$ cat config.mk
export PLATFORM = sky130hd
export DESIGN_NAME = sbrap_top
export DESIGN_NICKNAME = d
export VERILOG_FILES = /design/src/sbrap_pkg_sync.sv /design/src/sbrap_top.sv
export SDC_FILE = /design/constraint.sdc
export NUM_CORES = 1
export LEC_CHECK = 0
export ABC_CLOCK_PERIOD_IN_PS = 3400
export BUFFER_PORTS_ARGS = -buffer_cell sky130_fd_sc_hd__buf_2
export CORE_MARGIN = 10
export CORE_UTILIZATION = 25
export CTS_CLUSTER_DIAMETER = 200
export CTS_CLUSTER_SIZE = 24
export DETAILED_ROUTE_END_ITERATION = 10
export PLACE_DENSITY = 0.47
export SYNTH_ARGS = -nofsm -noshare
export SYNTH_HDL_FRONTEND = slang
export SYNTH_SLANG_ARGS = --single-unit
$ cat constraint.sdc
create_clock -name CLOCK -period 3.4 [get_ports CLOCK]
set_input_delay 0.51 -clock CLOCK [delete_from_list [all_inputs] [get_ports CLOCK]]
set_output_delay 0.51 -clock CLOCK [all_outputs]
set_load 0.02 [all_outputs]
$ cat src/sbrap_pkg_sync.sv
// shared constants and types of the request address phase, plus the pin synchroniser
// assumes one 100 MHz system clock; every pin input is foreign to it
package sbrap_pkg;
    localparam int ADDR_W = 33; // address lines 35..3, the three low bits are not on the bus
    localparam int ADDR_LSB = 3; // lowest bus-carried address bit
    localparam int BIT20_IDX = 20 - ADDR_LSB; // position of line twenty in the word
    localparam int GRP0_MSB = 16 - ADDR_LSB; // strobe 0 latches lines 16..3
    localparam int PAR0_LSB = 24 - ADDR_LSB; // parity 1 covers lines 35..24
    localparam int SYS_CLK_MHZ = 100; // system clock rate
    localparam int STB_SETUP_NS = 20; // data stands this long before a strobe edge
    localparam int STB_SETUP_CYC = (STB_SETUP_NS * SYS_CLK_MHZ + 999) / 1000; // rounded up
    localparam int SYNC_STAGES = 2; // flip-flops in every synchroniser
    localparam logic [1:0] STB_EDGES = 2'h2; // one edge per subphase
    localparam logic [ADDR_W-1:0] ADDR_RST = {ADDR_W{1'b0}}; // captured words after reset

    // transmit sequence, gray along the usual path
    typedef enum logic [1:0] {
        SBRAP_TX_IDLE = 2'h0,
        SBRAP_TX_SUB1 = 2'h1,
        SBRAP_TX_SUB2 = 2'h3,
        SBRAP_TX_DONE = 2'h2
    } sbrap_tx_t;

    // one received request as handed to the core
    typedef struct packed {
        logic [ADDR_W-1:0] addr; // logical address, subphase one
        logic [ADDR_W-1:0] kind; // logical transaction type, subphase two
        logic par_err; // parity mismatch in either subphase
    } sbrap_rx_t;

    // one request the core hands to the bus
    typedef struct packed {
        logic [ADDR_W-1:0] addr;
        logic [ADDR_W-1:0] kind;
    } sbrap_req_t;

    // parity level: high when an even number of the covered pins are low
    function automatic logic sbrap_par(input logic [ADDR_W-1:0] pins, input logic upper);
        logic [ADDR_W-1:0] lows;
        logic odd;
        lows = ~pins;
        odd = 1'b0;
        for (int i = 0; i < ADDR_W; i++) begin
            if ((i >= PAR0_LSB) == upper) begin
                odd = odd ^ lows[i];
            end
        end
        return ~odd;
    endfunction
endpackage

`timescale 1ns/10ps
`default_nettype none

// plain double flip-flop synchroniser, one per bit
module sbrap_sync #(
    parameter int W = 1
) (
    input wire logic clk,
    input wire logic rst_n,
    input wire logic [W-1:0] d,
    output logic [W-1:0] q
);
    logic [W-1:0] meta_r; // first stage, read only by the second
    logic [W-1:0] q_r;

    // two stages, nothing taps the first
    always_ff @(posedge clk or negedge rst_n) begin
        if (!rst_n) begin
            meta_r <= '0;
            q_r <= '0;
        end else begin
            meta_r <= d;
            q_r <= meta_r;
        end
    end

    assign q = q_r;
endmodule // sbrap_sync

`default_nettype wire

$ cat src/sbrap_top.sv
// request address phase of the system bus: drive, receive, parity, reset strap, bit 20 mask
// assumes the bus clock and all bus pins are asynchronous; the pad ring resolves the wires
`timescale 1ns/10ps
`default_nettype none

module sbrap_top
    import sbrap_pkg::*;
(
    input wire logic CLOCK,
    input wire logic RSTN,
    input wire logic BUS_CLK, // bus clock, sampled here
    input wire logic BUS_RESET_N, // bus reset pin
    input wire logic BIT20_MASK_IN_N, // asynchronous mask pin
    input wire logic REAL_MODE, // core runs in real mode
    input wire logic REQ_VALID, // core has a request
    input wire sbrap_req_t REQ_WORD, // request address and type
    output logic REQ_READY,
    output logic [ADDR_W-1:0] LOOKUP_ADDR, // masked address for cache lookup
    input wire logic [ADDR_W-1:0] ADDR_LINES_N_IN,
    output logic [ADDR_W-1:0] ADDR_LINES_N_OUT,
    output logic ADDR_LINES_OE,
    input wire logic [1:0] ADDR_SRC_STROBES_N_IN,
    output logic [1:0] ADDR_SRC_STROBES_N_OUT,
    output logic ADDR_SRC_STROBES_OE,
    input wire logic [1:0] ADDR_PARITY_PAIR_N_IN,
    output logic [1:0] ADDR_PARITY_PAIR_N_OUT,
    output logic ADDR_PARITY_PAIR_OE,
    input wire logic ADDR_VALID_STROBE_N_IN,
    output logic ADDR_VALID_STROBE_N_OUT,
    output logic ADDR_VALID_STROBE_OE,
    output logic RX_VALID, // one-cycle pulse per received request
    output sbrap_rx_t RX_WORD,
    output logic [ADDR_W-1:0] CFG_WORD // power-on configuration strap
);
    localparam int SW = ADDR_W + 8; // synchronised pin count
    // idle level of every pin; the synchroniser clears to zero, so pins pass xored with
    // this and read idle after reset: no false strobe, bus reset or clock edge follows
    localparam logic [SW-1:0] PIN_IDLE = {{ADDR_W{1'b1}}, 2'h3, 2'h3, 1'b1, 1'b0, 1'b1, 1'b1};
    localparam logic [7:0] SETUP_CNT = 8'(STB_SETUP_CYC); // strobe setup count

    initial begin
        if (STB_SETUP_CYC < 1 || STB_SETUP_CYC > 255) begin
            $error("strobe setup count out of range");
        end
    end

    // every pin passes the synchroniser before any logic reads it
    logic [SW-1:0] pins_s;
    logic [ADDR_W-1:0] lines_s;
    logic [1:0] stb_s, par_s;
    logic ads_s, bclk_s, brst_s, mask_s;

    sbrap_sync #(.W(SW)) u_sync (
        .clk(CLOCK),
        .rst_n(RSTN),
        .d({ADDR_LINES_N_IN, ADDR_SRC_STROBES_N_IN, ADDR_PARITY_PAIR_N_IN,
            ADDR_VALID_STROBE_N_IN, BUS_CLK, BUS_RESET_N, BIT20_MASK_IN_N} ^ PIN_IDLE),
        .q(pins_s)
    );
    assign {lines_s, stb_s, par_s, ads_s, bclk_s, brst_s, mask_s} = pins_s ^ PIN_IDLE;

    // edge history of synchronised bus clock, reset and strobes
    logic bclk_q_r, brst_q_r;
    logic [1:0] stb_q_r;
    logic bus_rise, rst_release;
    logic [1:0] stb_edge;
    assign bus_rise = bclk_s & ~bclk_q_r;
    assign rst_release = brst_s & ~brst_q_r;
    assign stb_edge = stb_s ^ stb_q_r; // both edges are active

    // transmit state
    sbrap_tx_t tx_r, tx_nxt;
    logic [7:0] dly_r, dly_nxt;
    sbrap_req_t hold_r, hold_nxt;
    logic pend_r, pend_nxt, rdy_r, rdy_nxt;
    logic [ADDR_W-1:0] look_r, look_nxt, lo_r, lo_nxt;
    logic loe_r, loe_nxt, soe_r, soe_nxt, poe_r, poe_nxt, aoe_r, aoe_nxt, ao_r, ao_nxt;
    logic [1:0] so_r, so_nxt, po_r, po_nxt;
    logic [ADDR_W-1:0] masked; // request address after the bit 20 mask

    // receive state
    logic arm_r, arm_nxt, rxv_r, rxv_nxt;
    logic [1:0] cnt_r [2];
    logic [1:0] cnt_nxt [2];
    sbrap_rx_t rx_r, rx_nxt;
    logic [ADDR_W-1:0] cfg_r, cfg_nxt;

    // line twenty forced low while the mask pin is low, only in real mode
    always_comb begin
        masked = REQ_WORD.addr;
        if (mask_s == 1'b0 && REAL_MODE) begin
            masked[BIT20_IDX] = 1'b0;
        end
    end

    // transmit: take a request, then two subphases on bus clock edges
    always_comb begin
        tx_nxt = tx_r;
        dly_nxt = dly_r;
        hold_nxt = hold_r;
        pend_nxt = pend_r;
        rdy_nxt = 1'b0;
        look_nxt = look_r;
        lo_nxt = lo_r;
        loe_nxt = loe_r;
        so_nxt = so_r;
        soe_nxt = soe_r;
        po_nxt = po_r;
        poe_nxt = poe_r;
        ao_nxt = ao_r;
        aoe_nxt = aoe_r;
        // accept one request while nothing is pending
        if (!pend_r && !rdy_r && REQ_VALID) begin
            rdy_nxt = 1'b1;
            pend_nxt = 1'b1;
            hold_nxt.addr = masked;
            hold_nxt.kind = REQ_WORD.kind;
            look_nxt = masked; // cache lookup sees the same masked address
        end
        if (dly_r != 8'h00) begin
            dly_nxt = dly_r - 8'h01;
        end
        case (tx_r)
            SBRAP_TX_IDLE: begin
                // no driving while the bus sits in reset or another agent starts
                if (pend_r && bus_rise && brst_s && ads_s && !arm_r) begin
                    tx_nxt = SBRAP_TX_SUB1;
                    lo_nxt = ~hold_r.addr;
                    loe_nxt = 1'b1;
                    po_nxt = {sbrap_par(~hold_r.addr, 1'b1),
                              sbrap_par(~hold_r.addr, 1'b0)};
                    poe_nxt = 1'b1;
                    ao_nxt = 1'b0;
                    aoe_nxt = 1'b1;
                    so_nxt = 2'h3;
                    soe_nxt = 1'b1;
                    dly_nxt = SETUP_CNT;
                end
            end
            SBRAP_TX_SUB1: begin
                if (dly_r == 8'h01) begin
                    so_nxt = 2'h0;
                end
                if (bus_rise) begin
                    tx_nxt = SBRAP_TX_SUB2;
                    lo_nxt = ~hold_r.kind;
                    po_nxt = {sbrap_par(~hold_r.kind, 1'b1),
                              sbrap_par(~hold_r.kind, 1'b0)};
                    ao_nxt = 1'b1; // valid strobe lasts one bus clock
                    dly_nxt = SETUP_CNT;
                end
            end
            SBRAP_TX_SUB2: begin
                if (dly_r == 8'h01) begin
                    so_nxt = 2'h3;
                end
                if (bus_rise) begin
                    tx_nxt = SBRAP_TX_DONE;
                end
            end
            SBRAP_TX_DONE: begin
                // release every pin, pull-ups restore the idle level
                tx_nxt = SBRAP_TX_IDLE;
                loe_nxt = 1'b0;
                soe_nxt = 1'b0;
                poe_nxt = 1'b0;
                aoe_nxt = 1'b0;
                pend_nxt = 1'b0;
            end
            default: tx_nxt = SBRAP_TX_IDLE;
        endcase
    end

    // receive: arm on valid strobe, latch halves on their own strobe edges
    always_comb begin
        arm_nxt = arm_r;
        rxv_nxt = 1'b0;
        rx_nxt = rx_r;
        cnt_nxt = cnt_r;
        cfg_nxt = cfg_r;
        if (rst_release) begin
            cfg_nxt = ~lines_s;
        end
        // own transfers are not received; a new request starts all checks
        if (!arm_r && tx_r == SBRAP_TX_IDLE && bus_rise && !ads_s && brst_s) begin
            arm_nxt = 1'b1;
            cnt_nxt[0] = 2'h0;
            cnt_nxt[1] = 2'h0;
            rx_nxt.par_err = 1'b0;
        end
        if (arm_r) begin
            for (int g = 0; g < 2; g++) begin
                if (stb_edge[g] && cnt_r[g] != STB_EDGES) begin
                    cnt_nxt[g] = cnt_r[g] + 2'h1;
                    for (int b = 0; b < ADDR_W; b++) begin
                        if ((b > GRP0_MSB) == (g == 1)) begin
                            if (cnt_r[g] == 2'h0) begin
                                rx_nxt.addr[b] = ~lines_s[b];
                            end else begin
                                rx_nxt.kind[b] = ~lines_s[b];
                            end
                        end
                    end
                end
            end
            // parity checked per subphase at the strobe 0 edge
            if (stb_edge[0] && cnt_r[0] != STB_EDGES) begin
                if (par_s != {sbrap_par(lines_s, 1'b1), sbrap_par(lines_s, 1'b0)}) begin
                    rx_nxt.par_err = 1'b1;
                end
            end
            // both strobes have delivered both words
            if (cnt_r[0] == STB_EDGES && cnt_r[1] == STB_EDGES) begin
                arm_nxt = 1'b0;
                rxv_nxt = 1'b1;
            end
        end
        if (!brst_s) begin
            arm_nxt = 1'b0; // bus reset aborts a half-received request
        end
    end

    // register every group of state
    always_ff @(posedge CLOCK or negedge RSTN) begin
        if (!RSTN) begin
            bclk_q_r <= 1'b0;
            brst_q_r <= 1'b1; // idle level, so a core reset alone loads no strap
            stb_q_r <= 2'h3; // idle level of the strobes
            tx_r <= SBRAP_TX_IDLE;
            dly_r <= 8'h00;
            hold_r <= '0;
            pend_r <= 1'b0;
            rdy_r <= 1'b0;
            look_r <= ADDR_RST;
            lo_r <= {ADDR_W{1'b1}};
            loe_r <= 1'b0;
            so_r <= 2'h3;
            soe_r <= 1'b0;
            po_r <= 2'h3;
            poe_r <= 1'b0;
            ao_r <= 1'b1;
            aoe_r <= 1'b0;
            arm_r <= 1'b0;
            rxv_r <= 1'b0;
            cnt_r[0] <= 2'h0;
            cnt_r[1] <= 2'h0;
            rx_r <= '0;
            cfg_r <= ADDR_RST;
        end else begin
            bclk_q_r <= bclk_s;
            brst_q_r <= brst_s;
            stb_q_r <= stb_s;
            tx_r <= tx_nxt;
            dly_r <= dly_nxt;
            hold_r <= hold_nxt;
            pend_r <= pend_nxt;
            rdy_r <= rdy_nxt;
            look_r <= look_nxt;
            lo_r <= lo_nxt;
            loe_r <= loe_nxt;
            so_r <= so_nxt;
            soe_r <= soe_nxt;
            po_r <= po_nxt;
            poe_r <= poe_nxt;
            ao_r <= ao_nxt;
            aoe_r <= aoe_nxt;
            arm_r <= arm_nxt;
            rxv_r <= rxv_nxt;
            cnt_r <= cnt_nxt;
            rx_r <= rx_nxt;
            cfg_r <= cfg_nxt;
        end
    end

    // outputs straight from flip-flops
    assign REQ_READY = rdy_r;
    assign LOOKUP_ADDR = look_r;
    assign ADDR_LINES_N_OUT = lo_r;
    assign ADDR_LINES_OE = loe_r;
    assign ADDR_SRC_STROBES_N_OUT = so_r;
    assign ADDR_SRC_STROBES_OE = soe_r;
    assign ADDR_PARITY_PAIR_N_OUT = po_r;
    assign ADDR_PARITY_PAIR_OE = poe_r;
    assign ADDR_VALID_STROBE_N_OUT = ao_r;
    assign ADDR_VALID_STROBE_OE = aoe_r;
    assign RX_VALID = rxv_r;
    assign RX_WORD = rx_r;
    assign CFG_WORD = cfg_r;
endmodule // sbrap_top

`default_nettype wire

Yosys cells after proc, flatten, opt, wreduce, memory -nomap -nowiden
Cells that the tools add are included.
{"block": "totals", "memories": 0, "register_bits": 309, "latch_bits": 0, "mem_bits_rw": 0, "output_inout_bits": 177, "elab_cells": 463, "romBits": 0, "in_bits": 111}
{"block": "classes", "n_shift": 0, "n_addsub": 3, "div_mod_pow": 0, "n_bitwise": 147, "mux": 239, "n_mul": 0, "reduce_logical": 34, "order_cmp": 0, "n_eq_ne": 14}
{"operator": "2-to-1 mux 1 bit", "count": 215}
{"operator": "NOT 33 bit", "count": 5}
{"operator": "XOR 1 bit", "count": 93}
{"operator": "NOT 40 bit", "count": 2}
{"operator": "2-to-1 mux 33 bit", "count": 2}
{"operator": "case mux 33 bit (2 select lines)", "count": 1}
{"operator": "NOT 1 bit", "count": 44}
{"operator": "2-to-1 mux 8 bit", "count": 3}
{"operator": "2-to-1 mux 2 bit", "count": 10}
{"operator": "AND reduction 3 bit", "count": 6}
{"operator": "case mux 8 bit (2 select lines)", "count": 1}
{"operator": "logical AND 1 bit", "count": 14}
{"operator": "inequality test 2 bit (second input constant)", "count": 7}
{"operator": "== test 2 bit (second input constant)", "count": 4}
{"operator": "== test 8 x 1 -> 1 bit (second input constant)", "count": 1}
{"operator": "2-to-1 mux 4 bit", "count": 2}
{"operator": "case mux 2 bit (4 select lines)", "count": 1}
{"operator": "nonzero test 8 bit", "count": 1}
{"operator": "subtractor 8 x 1 -> 8 bit (second input constant)", "count": 1}
{"operator": "logical NOT 2 bit", "count": 3}
{"operator": "case mux 2 bit (3 select lines)", "count": 1}
{"operator": "nonzero test 2 bit", "count": 3}
{"operator": "adder 2 x 1 -> 2 bit (second input constant)", "count": 2}
{"operator": "logical NOT 1 bit", "count": 4}
{"operator": "9 further kinds", "count": 11}

Logic depth before layout (Yosys ltp)
Gate-level depths: netlist of the first run.
{"block": "depth", "ltp_word": 71, "ltp_mapped": 8, "mapped_depth_nobuf": 6}

By module
Synthesis of the first run repeated with hierarchy kept, for this count alone.
{"block": "unflattened", "cells_unflattened": 883, "area_unflattened_um2": 12446.9}
{"module": "sbrap_top", "instances": 1, "seq_area_each_um2": 5705.5, "cells_each": 801, "area_each_um2": 10395.0}
{"module": "sbrap_sync", "instances": 1, "seq_area_each_um2": 2052.0, "cells_each": 82, "area_each_um2": 2052.0}

Least setup slack after synthesis of the first run
Ideal clock, no wire load.
{"block": "synth_path", "kind": "register to register", "start": "reg cnt_r[0] (netlist bit)", "end": "reg rx_r (netlist bit RX_WORD[15])", "setup_ps": 125, "synth_period_minus_slack_ps": 1930, "t_required_ps": 3275, "n_path_buf": 2, "arrival_time_ps": 1805, "path_slack_ps": 1470, "path_stages_with_launch": 8, "path_cell_list": "dfrtp_1 > inv_1 > ha_1 > or3_1 > buf_2 > nor2_4 > buf_4 > mux2_2"}
{"block": "synth_between", "elab_chain_len": 3, "word_cells_on_any_way": 5, "classes_between": "eq/ne (1); bitwise (1); reduce/logical (3)"}
{"element": "from (decl)", "line": "sbrap_top.sv:83", "text": "logic [1:0] cnt_r [2];"}
{"element": "from (signal assigned)", "line": "sbrap_top.sv:269", "text": "cnt_r <= cnt_nxt;"}
{"element": "inequality test 2 bit / logical NOT 2 bit (equally long branches)", "line": "sbrap_top.sv:193, sbrap_top.sv:197"}
{"element": "logical AND 1 bit / NOT 1 bit (equally long branches)"}
{"element": "AND reduction 3 bit (no source line) (*)"}
{"element": "to (signal assigned)", "line": "sbrap_top.sv:270", "text": "rx_r <= rx_nxt;"}
{"element": "to (decl)", "line": "sbrap_top.sv:85", "text": "sbrap_rx_t rx_r, rx_nxt;"}
Mark *: on every way between the ends. The rest lies on a longest branch, timed or not.
A chain may end at the register's enable or synchronous reset.

Worst setup path after layout of the first run
{"block": "layout_path", "start": "reg cnt_r[0] (netlist bit)", "end": "reg rx_r (netlist bit RX_WORD[24])"}
The elaborated chain is that of the path after synthesis.

==> run_results.csv, run 1 <==
group,metric,value,unit
status,outcome,"completed",
yosys,share_of_cell_area_taken_by_muxes_after_synthesis,18.0,%
setup_path,worstPathMaxFanout,19,
min_path,hp-class,"input port to flip-flop",
placed_design,placement.io_buffers,287,
yosys,synth.cell_area,12400,sq um
yosys,synth-edff-count,0,
setup_path,worst-setup-path-type,"flip-flop to flip-flop",
yosys,postSynthRegisterBits,308,
final_layout,final_cell_count_no_fill,1803,
yosys,yosysSeqAreaShare,62.7,%
timing,layout_worst_path_cycle_share,64.4,%
clocking,clk_path_buf_depth,3,
run,drv_cap,0,
final_layout,fin_nets,1243,
placed_design,dpl_cell_area,14400,sq um
yosys,synth_warnings,0,
floorplanning,floorplan.die.width,242,microns
yosys,synth_top_family_by_area,"multiplexers",
setup_path,critical_path_required,3810,ps
power_and_ir_drop,pwr_density_cell,957,nW/um^2
drt,post-route-drc-count,0,
global_route,grt_util_all_layers,10.4,%
global_route,grt_start_max_net_pins,79,
floorplanning,die_area,58800,sq um
global_route,grt_overflow,0,
drt,wire_per_inst,17.3,microns
timing,report.final.setup_viol,0,
clocking,worst_skew_pair.late_latency,540,ps
drt,first_pass_iters,4,
timing,final_hold_viol_count,0,
yosys,yosys_most_used_dff,"sky130_fd_sc_hd__dfrtp_1",
timing,maxSlewViolCount,0,
floorplanning,fp-row-count,81,
yosys,synthDistinctLibCells,39,
yosys,synth_xor_area_share,7.29,%
clocking,clock_tree.root_cell,"sky130_fd_sc_hd__clkbuf_16",
clocking,clock_tree.htree_level_count,1,
final_layout,most_frequent_cells_in_the_layout,"sky130_fd_sc_hd__buf_2 (286), sky130_fd_sc_hd__dfrtp_1 (268), sky130_fd_sc_hd__mux2_2 (197)",
timing,fmax,457,MHz
timing,timing.clock.skew,28.9,ps
timing,slew-limit-headroom,42.6,%
global_route,vias_in_the_first_global_route,7879,
drt,antenna_violation_net_count_after_detailed_routing,0,
drt,post_route_wl,31200,microns
final_layout,regArea,7760,sq um
yosys,async_flop_share,100,%
setup_path,arrival_time_at_the_worst_endpoint,2600,ps
timing,rsz0062_at_grt,"no",
drt,dr_total_vias,7136,
final_layout,layout.cells.most_common,"sky130_fd_sc_hd__buf_2",
placed_design,detailedPlacementHpwl,22900,microns
power_and_ir_drop,peakVddDrop,0.000554,V
yosys,synthSimpleGateAreaFrac,3.29,%
final_layout,multi_input_area,3960,sq um
drt,detailedRoute.firstIterationViolations,250,
setup_path,worstSetupEndpointType,"flip-flop",
placed_design,gp_routability_congestion,0.700,
clocking,clock_sink_count,308,
clocking,cts_tree,"built",
final_layout,layout.filler_cells,5029,
clocking,clkTransAtPathRegs,120,ps
timing,tns,0,ps
final_layout,drive_gt1_share,51.3,%
clocking,cts_made_buffers,16,
drt,vias_per_cell,3.96,
timing,tightestPinTransition,862,ps
yosys,synthesis.nets,989,
global_route,antenna_found_initial,10,
final_layout,stdcell_area,14900,sq um
floorplanning,initial_core_util,25.3,%
clocking,post_cts.repair.setup_buffers,0,
floorplanning,boundaryPins,288,
timing,whs,63.2,ps
timing,finalCriticalPeriod,2190,ps
final_layout,final_core_density,30.4,%
floorplanning,die-height,242,microns
final_layout,syn2layout_area_growth,20.2,%
power_and_ir_drop,power.static_leakage,6.99,nW
yosys,yosys.area_share.adder,0.607,%
yosys,synthesis.instances,872,
global_route,grt_pass1_wl,48900,microns
placed_design,post-place-cells,1771,
yosys,fraction_of_the_mapped_netlist_area_in_compound_gates,2.71,%
setup_path,startpoint_type,"flip-flop",
floorplanning,core_area,49000,sq um
yosys,syn-mean-instance-area,14.2,sq um
==> sequential cells by signal, indices dropped and copies added, names as in the netlist, 4 cells and up <==
signal            count
dly_r                 8
ADDR_LINES_N_OUT     33
cnt_r                 4
LOOKUP_ADDR          33
u_sync.meta_r        41
u_sync.q             41
hold_r               33
CFG_WORD             33
RX_WORD              67
==> cell usage after synthesis, types with 2 or more instances <==
cell type	number	area, sq um
sky130_fd_sc_hd__dfrtp_1	268	6710
sky130_fd_sc_hd__mux2_2	197	2220
sky130_fd_sc_hd__xnor2_1	91	797
sky130_fd_sc_hd__inv_1	56	210
sky130_fd_sc_hd__nand2_1	50	188
sky130_fd_sc_hd__buf_4	40	300
sky130_fd_sc_hd__dfstp_2	40	1050
sky130_fd_sc_hd__o21ai_2	18	158
sky130_fd_sc_hd__o21ai_1	16	80.1
sky130_fd_sc_hd__xor2_1	12	105
sky130_fd_sc_hd__clkbuf_1	11	41.3
sky130_fd_sc_hd__nor2_1	10	37.5
sky130_fd_sc_hd__buf_6	8	90.1
sky130_fd_sc_hd__nand3_1	8	40.0
sky130_fd_sc_hd__ha_1	6	75.1
sky130_fd_sc_hd__o21ai_0	6	30.0
sky130_fd_sc_hd__buf_2	5	25.0
sky130_fd_sc_hd__a21oi_1	4	20.0
sky130_fd_sc_hd__and3_1	2	12.5
sky130_fd_sc_hd__nand2_2	2	12.5
sky130_fd_sc_hd__nor3_1	2	10.0
sky130_fd_sc_hd__nor4_1	2	12.5
sky130_fd_sc_hd__or3_1	2	12.5
==> timing repair <==
item                                   4_1_cts  5_1_grt
hold buffers                                 1        0
endpoints found under the hold margin       40        0
gates resized for setup                      0        0
==> metrics by stage <==
stage	setup slack [ps]	total power (W)
final	1210	0.0142
after global routing	1030	0.0153
after CTS	1150	0.0146
after detailed placement	1180	0.0123
after global placement	1220	0.0122
after floorplan	1470	0.0105
==> final timing paths <==
check	start	endpoint	slack, ps	cells after the start
worst max-delay path	cnt_r[0]	RX_WORD[24]	1210	5
worst min-delay path	BUS_CLK	u_sync.meta_r[2]	60	1
worst max register to register	cnt_r[0]	RX_WORD[24]	1210	5
worst min register to register	u_sync.meta_r[14]	u_sync.q[14]	350	0
max in group asynchronous	RSTN	RX_WORD[30]	1910	4
min in group asynchronous	RSTN	hold_r[21]	540	2
==> kinds of logic after synthesis <==
family          Yosys count
xor+xnor                103
fa+ha+maj                 6
mux                     198
flops                   308
buf+inv                 120
compound gates           50
simple gates             87
==> worst max-delay path, stage by stage (launching register included) <==
cell                      delay [ps]
sky130_fd_sc_hd__dfrtp_1         370
sky130_fd_sc_hd__inv_1            70
sky130_fd_sc_hd__ha_1            210
sky130_fd_sc_hd__or3_1           470
sky130_fd_sc_hd__nor2_4          550
sky130_fd_sc_hd__mux2_2          410
==> routing by layer <==
metal	GRT usage, %	wire (microns)	up-vias
met5	0	66	-
met4	2.18	612	10
met3	3.97	2580	35
met2	16.5	14000	199
met1	13.4	13900	3536
li1	-	-	3356
==> area by class of cell <==
class / instances / area share [%]
tap: 664 / 5.59
multi-input combinational: 444 / 26.6
inverter: 56 / 1.41
clock inverter: 1 / 0.202
sequential: 308 / 52.2
clock buffer: 27 / 3.11
timing repair buffer: 300 / 10.8
antenna: 3 / 0.0505
==> where the power goes <==
part	switching, W	leakage (nW)	internal [W]
sequential	0.000913	3.69	0.00491
combinational	0.00325	3.06	0.00291
clock	0.00123	0.235	0.00102
Note: power is estimated with default switching activity, not from simulation.
==> run 2, diff against run 1 <==
--- a/config.mk
+++ b/config.mk
@@ -5,7 +5,7 @@
 export SDC_FILE = /design/constraint.sdc
 export NUM_CORES = 1
 export LEC_CHECK = 0
-export ABC_CLOCK_PERIOD_IN_PS = 3400
+export ABC_CLOCK_PERIOD_IN_PS = 2100
 export BUFFER_PORTS_ARGS = -buffer_cell sky130_fd_sc_hd__buf_2
 export CORE_MARGIN = 10
 export CORE_UTILIZATION = 25
==> constraint.sdc (replaced) <==
create_clock -name CLOCK -period 2.1 [get_ports CLOCK]
set_input_delay 0.315 -clock CLOCK [delete_from_list [all_inputs] [get_ports CLOCK]]
set_output_delay 0.315 -clock CLOCK [all_outputs]
set_load 0.02 [all_outputs]
==> run 2 against run 1 <==
Effect of this change: maximum frequency is 13% higher; largest cell class unchanged; design area is 7.8% higher; power up 63%; non-clock buffer count increased by 109; hold slack got worse by 23 ps.
==> run_results.csv, run 2 (synthesized netlist as in run 1, its figures left out) <==
group,metric,value,unit
setup_path,slowest_cell_on_the_critical_path,"sky130_fd_sc_hd__or3_1",
timing,tightestPinTransition,517,ps
timing,finalCriticalPeriod,1940,ps
power_and_ir_drop,peakVddDrop,0.000837,V
power_and_ir_drop,power.static_leakage,7.48,nW
run,drv_cap,0,
final_layout,antenna-diode-count,0,
clocking,clock_sink_count,308,
setup_path,worstSetupEndpointType,"flip-flop",
clocking,cts_made_buffers,16,
drt,first_pass_iters,4,
global_route,grt_start_max_net_pins,94,
floorplanning,initial_core_util,25.3,%
power_and_ir_drop,pwr_density_cell,1450,nW/um^2
placed_design,placement.io_buffers,287,
status,outcome,"completed",
timing,fmax,516,MHz
final_layout,layout.filler_cells,4906,
clocking,clock_tree.htree_level_count,1,
setup_path,startpoint_type,"flip-flop",
timing,report.final.setup_viol,0,
timing,maxSlewViolCount,0,
final_layout,final_cell_count_no_fill,1909,
clocking,worst_skew_pair.late_latency,540,ps
global_route,grt_pass1_wl,51800,microns
floorplanning,fp-row-count,81,
final_layout,layout.cells.most_common,"sky130_fd_sc_hd__buf_2",
global_route,antenna_found_initial,1,
drt,dr_total_vias,7590,
timing,timing.clock.skew,26.8,ps
placed_design,detailedPlacementHpwl,23300,microns
timing,slew-limit-headroom,65.6,%
final_layout,final_core_density,32.7,%
floorplanning,die_area,58800,sq um
setup_path,crit_path_cell_trace,"inv_1 > ha_1 > or3_1 > nor2_4 > buf_12 > mux2_2",
setup_path,worst-setup-path-type,"flip-flop to flip-flop",
clocking,clkTransAtPathRegs,100,ps
global_route,grt_util_all_layers,10.9,%
drt,detailedRoute.firstIterationViolations,243,
floorplanning,floorplan.die.width,242,microns
setup_path,worstPathBufferInverterCount,2,
final_layout,largest_reg_flops,67,
setup_path,max_stage_delay,470,ps
global_route,grt_overflow,0,
global_route,vias_in_the_first_global_route,8524,
final_layout,fin_nets,1352,
drt,vias_per_cell,3.98,
timing,final_hold_viol_count,0,
setup_path,worstPathMaxFanout,19,
clocking,cts_tree,"built",
clocking,clock_tree.root_cell,"sky130_fd_sc_hd__clkbuf_16",
final_layout,drive_gt1_share,47.1,%
drt,wire_per_inst,16.8,microns
floorplanning,die-height,242,microns
min_path,hp-class,"input port to flip-flop",
setup_path,critical_path_required,2510,ps
final_layout,most_frequent_cells_in_the_layout,"sky130_fd_sc_hd__buf_2 (286), sky130_fd_sc_hd__dfrtp_1 (268), sky130_fd_sc_hd__mux2_2 (197)",
setup_path,critical-path-top-delay-family,"simple AND/OR/NAND/NOR gates",
timing,rsz0062_at_grt,"no",
clocking,post_cts.repair.setup_buffers,0,
floorplanning,boundaryPins,288,
final_layout,syn2layout_area_growth,29.5,%
placed_design,post-place-cells,1775,
drt,antenna_violation_net_count_after_detailed_routing,0,
clocking,clk_path_buf_depth,3,
timing,layout_worst_path_cycle_share,92.3,%
placed_design,gp_routability_congestion,0.712,
drt,post_route_wl,32100,microns
setup_path,arrival_time_at_the_worst_endpoint,2350,ps
floorplanning,core_area,49000,sq um
drt,post-route-drc-count,0,
timing,tns,0,ps
-- run 2: changes by cell type in the layout (fill, tap and decap cells not counted), sizes merged --
cell,delta
dlygate4sd3,+105
buf,+4
diode,-3
-- run 2: what timing repair did --
item / in CTS / in global routing
hold endpoints to repair: 360 / 0
setup endpoints to repair: 0 / 14
resized for setup: 0 / 1
hold buffers: 106 / 0
-- run 2: layer usage --
metal | part of all wire, % | global-route usage, % | up-vias
li1 | - | - | 3569
met1 | 46 | 14.3 | 3801
met2 | 46 | 17.4 | 188
met3 | 7.0 | 3.13 | 30
met4 | 1.5 | 2.31 | 2
met5 | 0.022 | 0 | -
-- run 2: final timing paths --
| path | startpoint | endpoint | slack, ps | cells past startpoint |
|---|---|---|---|---|
| min in group asynchronous | RSTN | pend_r | 190 | 2 |
| max in group asynchronous | RSTN | RX_WORD[49] | 1140 | 3 |
| worst max register to register | cnt_r[0] | RX_WORD[28] | 160 | 6 |
| worst max-delay path | cnt_r[0] | RX_WORD[28] | 160 | 6 |
| worst min register to register | u_sync.meta_r[3] | u_sync.q[3] | 350 | 0 |
| worst min-delay path | REQ_WORD[3] | hold_r[3] | 40 | 2 |
-- run 2: where the power goes --
part	internal (W)	switching [W]
registers	0.00795	0.00149
logic	0.00490	0.00527
clock network	0.00165	0.00201
total	0.0145	0.00877
-- run 2: metrics by stage --
stage / instance area [sq um] / worst slack (ps) / hold slack (ps) / power, W
after floorplan: 12400 / 170 / 19.4 / 0.0171
after global placement: 14500 / 194 / 163 / 0.0198
after detailed placement: 14500 / 158 / 163 / 0.0199
after CTS: 16000 / 129 / 5.54 / 0.0239
after global routing: 16000 / 47.8 / 9.40 / 0.0251
final: 16000 / 162 / 40.3 / 0.0233
-- run 2: layout make-up --
type	count	area, sq um	area share [%]
Sequential cell	308	7760	48.4
Clock buffer	27	463	2.89
Inverter	56	210	1.31
Multi-Input combinational cell	444	3970	24.8
Clock inverter	1	30.0	0.187
Tap cell	664	831	5.18
Timing Repair Buffer	409	2770	17.3
==> run 3, diff against run 2 <==
--- a/config.mk
+++ b/config.mk
@@ -12,7 +12,7 @@
 export CTS_CLUSTER_DIAMETER = 200
 export CTS_CLUSTER_SIZE = 24
 export DETAILED_ROUTE_END_ITERATION = 10
-export PLACE_DENSITY = 0.47
+export PLACE_DENSITY = 0.48
 export SYNTH_ARGS = -nofsm -noshare
 export SYNTH_HDL_FRONTEND = slang
 export SYNTH_SLANG_ARGS = --single-unit
==> constraint.sdc (replaced) <==
create_clock -name CLOCK -period 2.1 [get_ports CLOCK]
set_input_delay 0.315 -clock CLOCK [delete_from_list [all_inputs] [get_ports CLOCK]]
set_output_delay 0.315 -clock CLOCK [all_outputs]
set_load 0.01 [all_outputs]
==> run 3 against run 2 <==
Effect of this change: maximum frequency about the same; non-clock buffer count decreased by 1; global-route usage decreased by 0.12 points; largest cell class unchanged; highest routed layer is now met4.
==> run_results.csv, run 3 (synthesized netlist as in run 1, its figures left out) <==
group,metric,value,unit
clocking,clock_tree.root_cell,"sky130_fd_sc_hd__clkbuf_16",
drt,detailedRoute.firstIterationViolations,215,
timing,rsz0062_at_grt,"no",
clocking,clock_tree.htree_level_count,1,
setup_path,critical_path_required,2510,ps
drt,first_pass_iters,4,
global_route,grt_overflow,0,
clocking,post_cts.repair.setup_buffers,0,
final_layout,multi_input_area,3970,sq um
drt,antenna_violation_net_count_after_detailed_routing,0,
timing,layout_worst_path_cycle_share,92.3,%
global_route,grt_util_all_layers,10.8,%
clocking,worst_skew_pair.late_latency,530,ps
final_layout,most_frequent_cells_in_the_layout,"sky130_fd_sc_hd__buf_2 (286), sky130_fd_sc_hd__dfrtp_1 (268), sky130_fd_sc_hd__mux2_2 (197)",
setup_path,startpoint_type,"flip-flop",
timing,report.final.setup_viol,0,
min_path,hp-class,"input port to flip-flop",
final_layout,syn2layout_area_growth,29.7,%
setup_path,crit_path_cell_trace,"inv_1 > ha_1 > or3_1 > nor2_4 > buf_12 > mux2_2",
setup_path,worstPathBufferInverterCount,2,
clocking,clock_sink_count,308,
timing,final_hold_viol_count,0,
final_layout,fin_nets,1351,
drt,post_route_wl,31800,microns
drt,dr_total_vias,7613,
floorplanning,fp-row-count,81,
final_layout,layout.cells.most_common,"sky130_fd_sc_hd__buf_2",
floorplanning,floorplan.die.width,242,microns
timing,tightestPinTransition,425,ps
placed_design,gp_routability_congestion,0.730,
power_and_ir_drop,peakVddDrop,0.000691,V
status,outcome,"completed",
global_route,antenna_found_initial,1,
min_path,min-delay-start,"REQ_WORD[38]",
timing,tns,0,ps
clocking,cts_made_buffers,16,
clocking,clkTransAtPathRegs,100,ps
floorplanning,boundaryPins,288,
timing,fmax,516,MHz
setup_path,timing.critical_path.from,"cnt_r[0]",
floorplanning,die-height,242,microns
setup_path,arrival_time_at_the_worst_endpoint,2350,ps
timing,timing.clock.skew,16.3,ps
drt,wire_per_inst,16.6,microns
power_and_ir_drop,pwr_density_cell,1380,nW/um^2
timing,finalCriticalPeriod,1940,ps
floorplanning,core_area,49000,sq um
final_layout,layout.filler_cells,4909,
setup_path,worst-setup-path-type,"flip-flop to flip-flop",
setup_path,critical-path-top-delay-family,"simple AND/OR/NAND/NOR gates",
setup_path,worstPathMaxFanout,19,
final_layout,drive_gt1_share,47.7,%
clocking,cts_tree,"built",
global_route,grt_start_max_net_pins,78,
setup_path,max_stage_delay,480,ps
power_and_ir_drop,power.static_leakage,7.49,nW
floorplanning,initial_core_util,25.3,%
placed_design,detailedPlacementHpwl,23300,microns
drt,post-route-drc-count,0,
floorplanning,die_area,58800,sq um
run,drv_cap,0,
timing,maxSlewViolCount,0,
power_and_ir_drop,total_power,0.0222,W
final_layout,largest_reg_flops,67,
timing,slew-limit-headroom,71.4,%
placed_design,placement.io_buffers,287,
global_route,vias_in_the_first_global_route,8586,
final_layout,regArea,7760,sq um
global_route,grt_pass1_wl,51300,microns
setup_path,worstSetupEndpointType,"flip-flop",
setup_path,slowest_cell_on_the_critical_path,"sky130_fd_sc_hd__or3_1",
drt,vias_per_cell,3.99,
setup_path,regToRegStartpoint,"cnt_r[0]",
clocking,clk_path_buf_depth,3,
run 3: power breakdown:
group,internal (W),switching (W),total (W)
combinational,0.00491,0.00427,0.00918
clock,0.00165,0.00197,0.00363
sequential,0.00795,0.00147,0.00942
run 3: per-layer routing:
metal	GRT usage (%)	vias to the layer above	share of wire, %
li1	-	3574	-
met1	13.8	3827	44
met2	17.4	180	47
met3	3.48	32	7.5
met4	2.27	0	1.6
met5	0	-	0
run 3: repair_timing:
action,4_1_cts,5_1_grt
endpoints found under the setup margin,0,14
hold buffers,99,0
endpoints found under the hold margin,182,0
resized for setup,0,1
run 3: area by class of cell:
cell class,count,share of cell area (%)
multi-input combinational,444,24.7
sequential,308,48.3
tap,664,5.18
clock buffer,27,2.88
inverter,56,1.31
timing repair buffer,408,17.4
clock inverter,1,0.187
antenna,1,0.0156
run 3: worst paths after layout:
kind                              endpoint  slack (ps)  cells past startpoint
setup / recovery               RX_WORD[23]         160                      6
hold / removal              LOOKUP_ADDR[5]          30                      2
setup reg to reg               RX_WORD[23]         160                      6
hold reg to reg               u_sync.q[19]         350                      0
max in group asynchronous     CFG_WORD[12]        1110                      4
min in group asynchronous  LOOKUP_ADDR[17]         240                      2
run 3: per-stage QoR:
| step | cells | setup WS [ps] | cell area (sq um) | util (%) | hold WS (ps) |
|---|---|---|---|---|---|
| 6_report | 1909 | 161 | 16100 | 32.8 | 34.7 |
| 5_1_grt | 1909 | 54.4 | 16100 | 32.8 | 7.87 |
| 4_1_cts | 1908 | 97.6 | 16000 | 32.8 | 1.48 |
| 3_5_place_dp | 1781 | 131 | 14600 | 29.7 | 207 |
| 3_3_place_gp | 1781 | 182 | 14600 | 29.7 | 209 |
| 2_1_floorplan | 872 | 170 | 12400 | - | 19.4 |
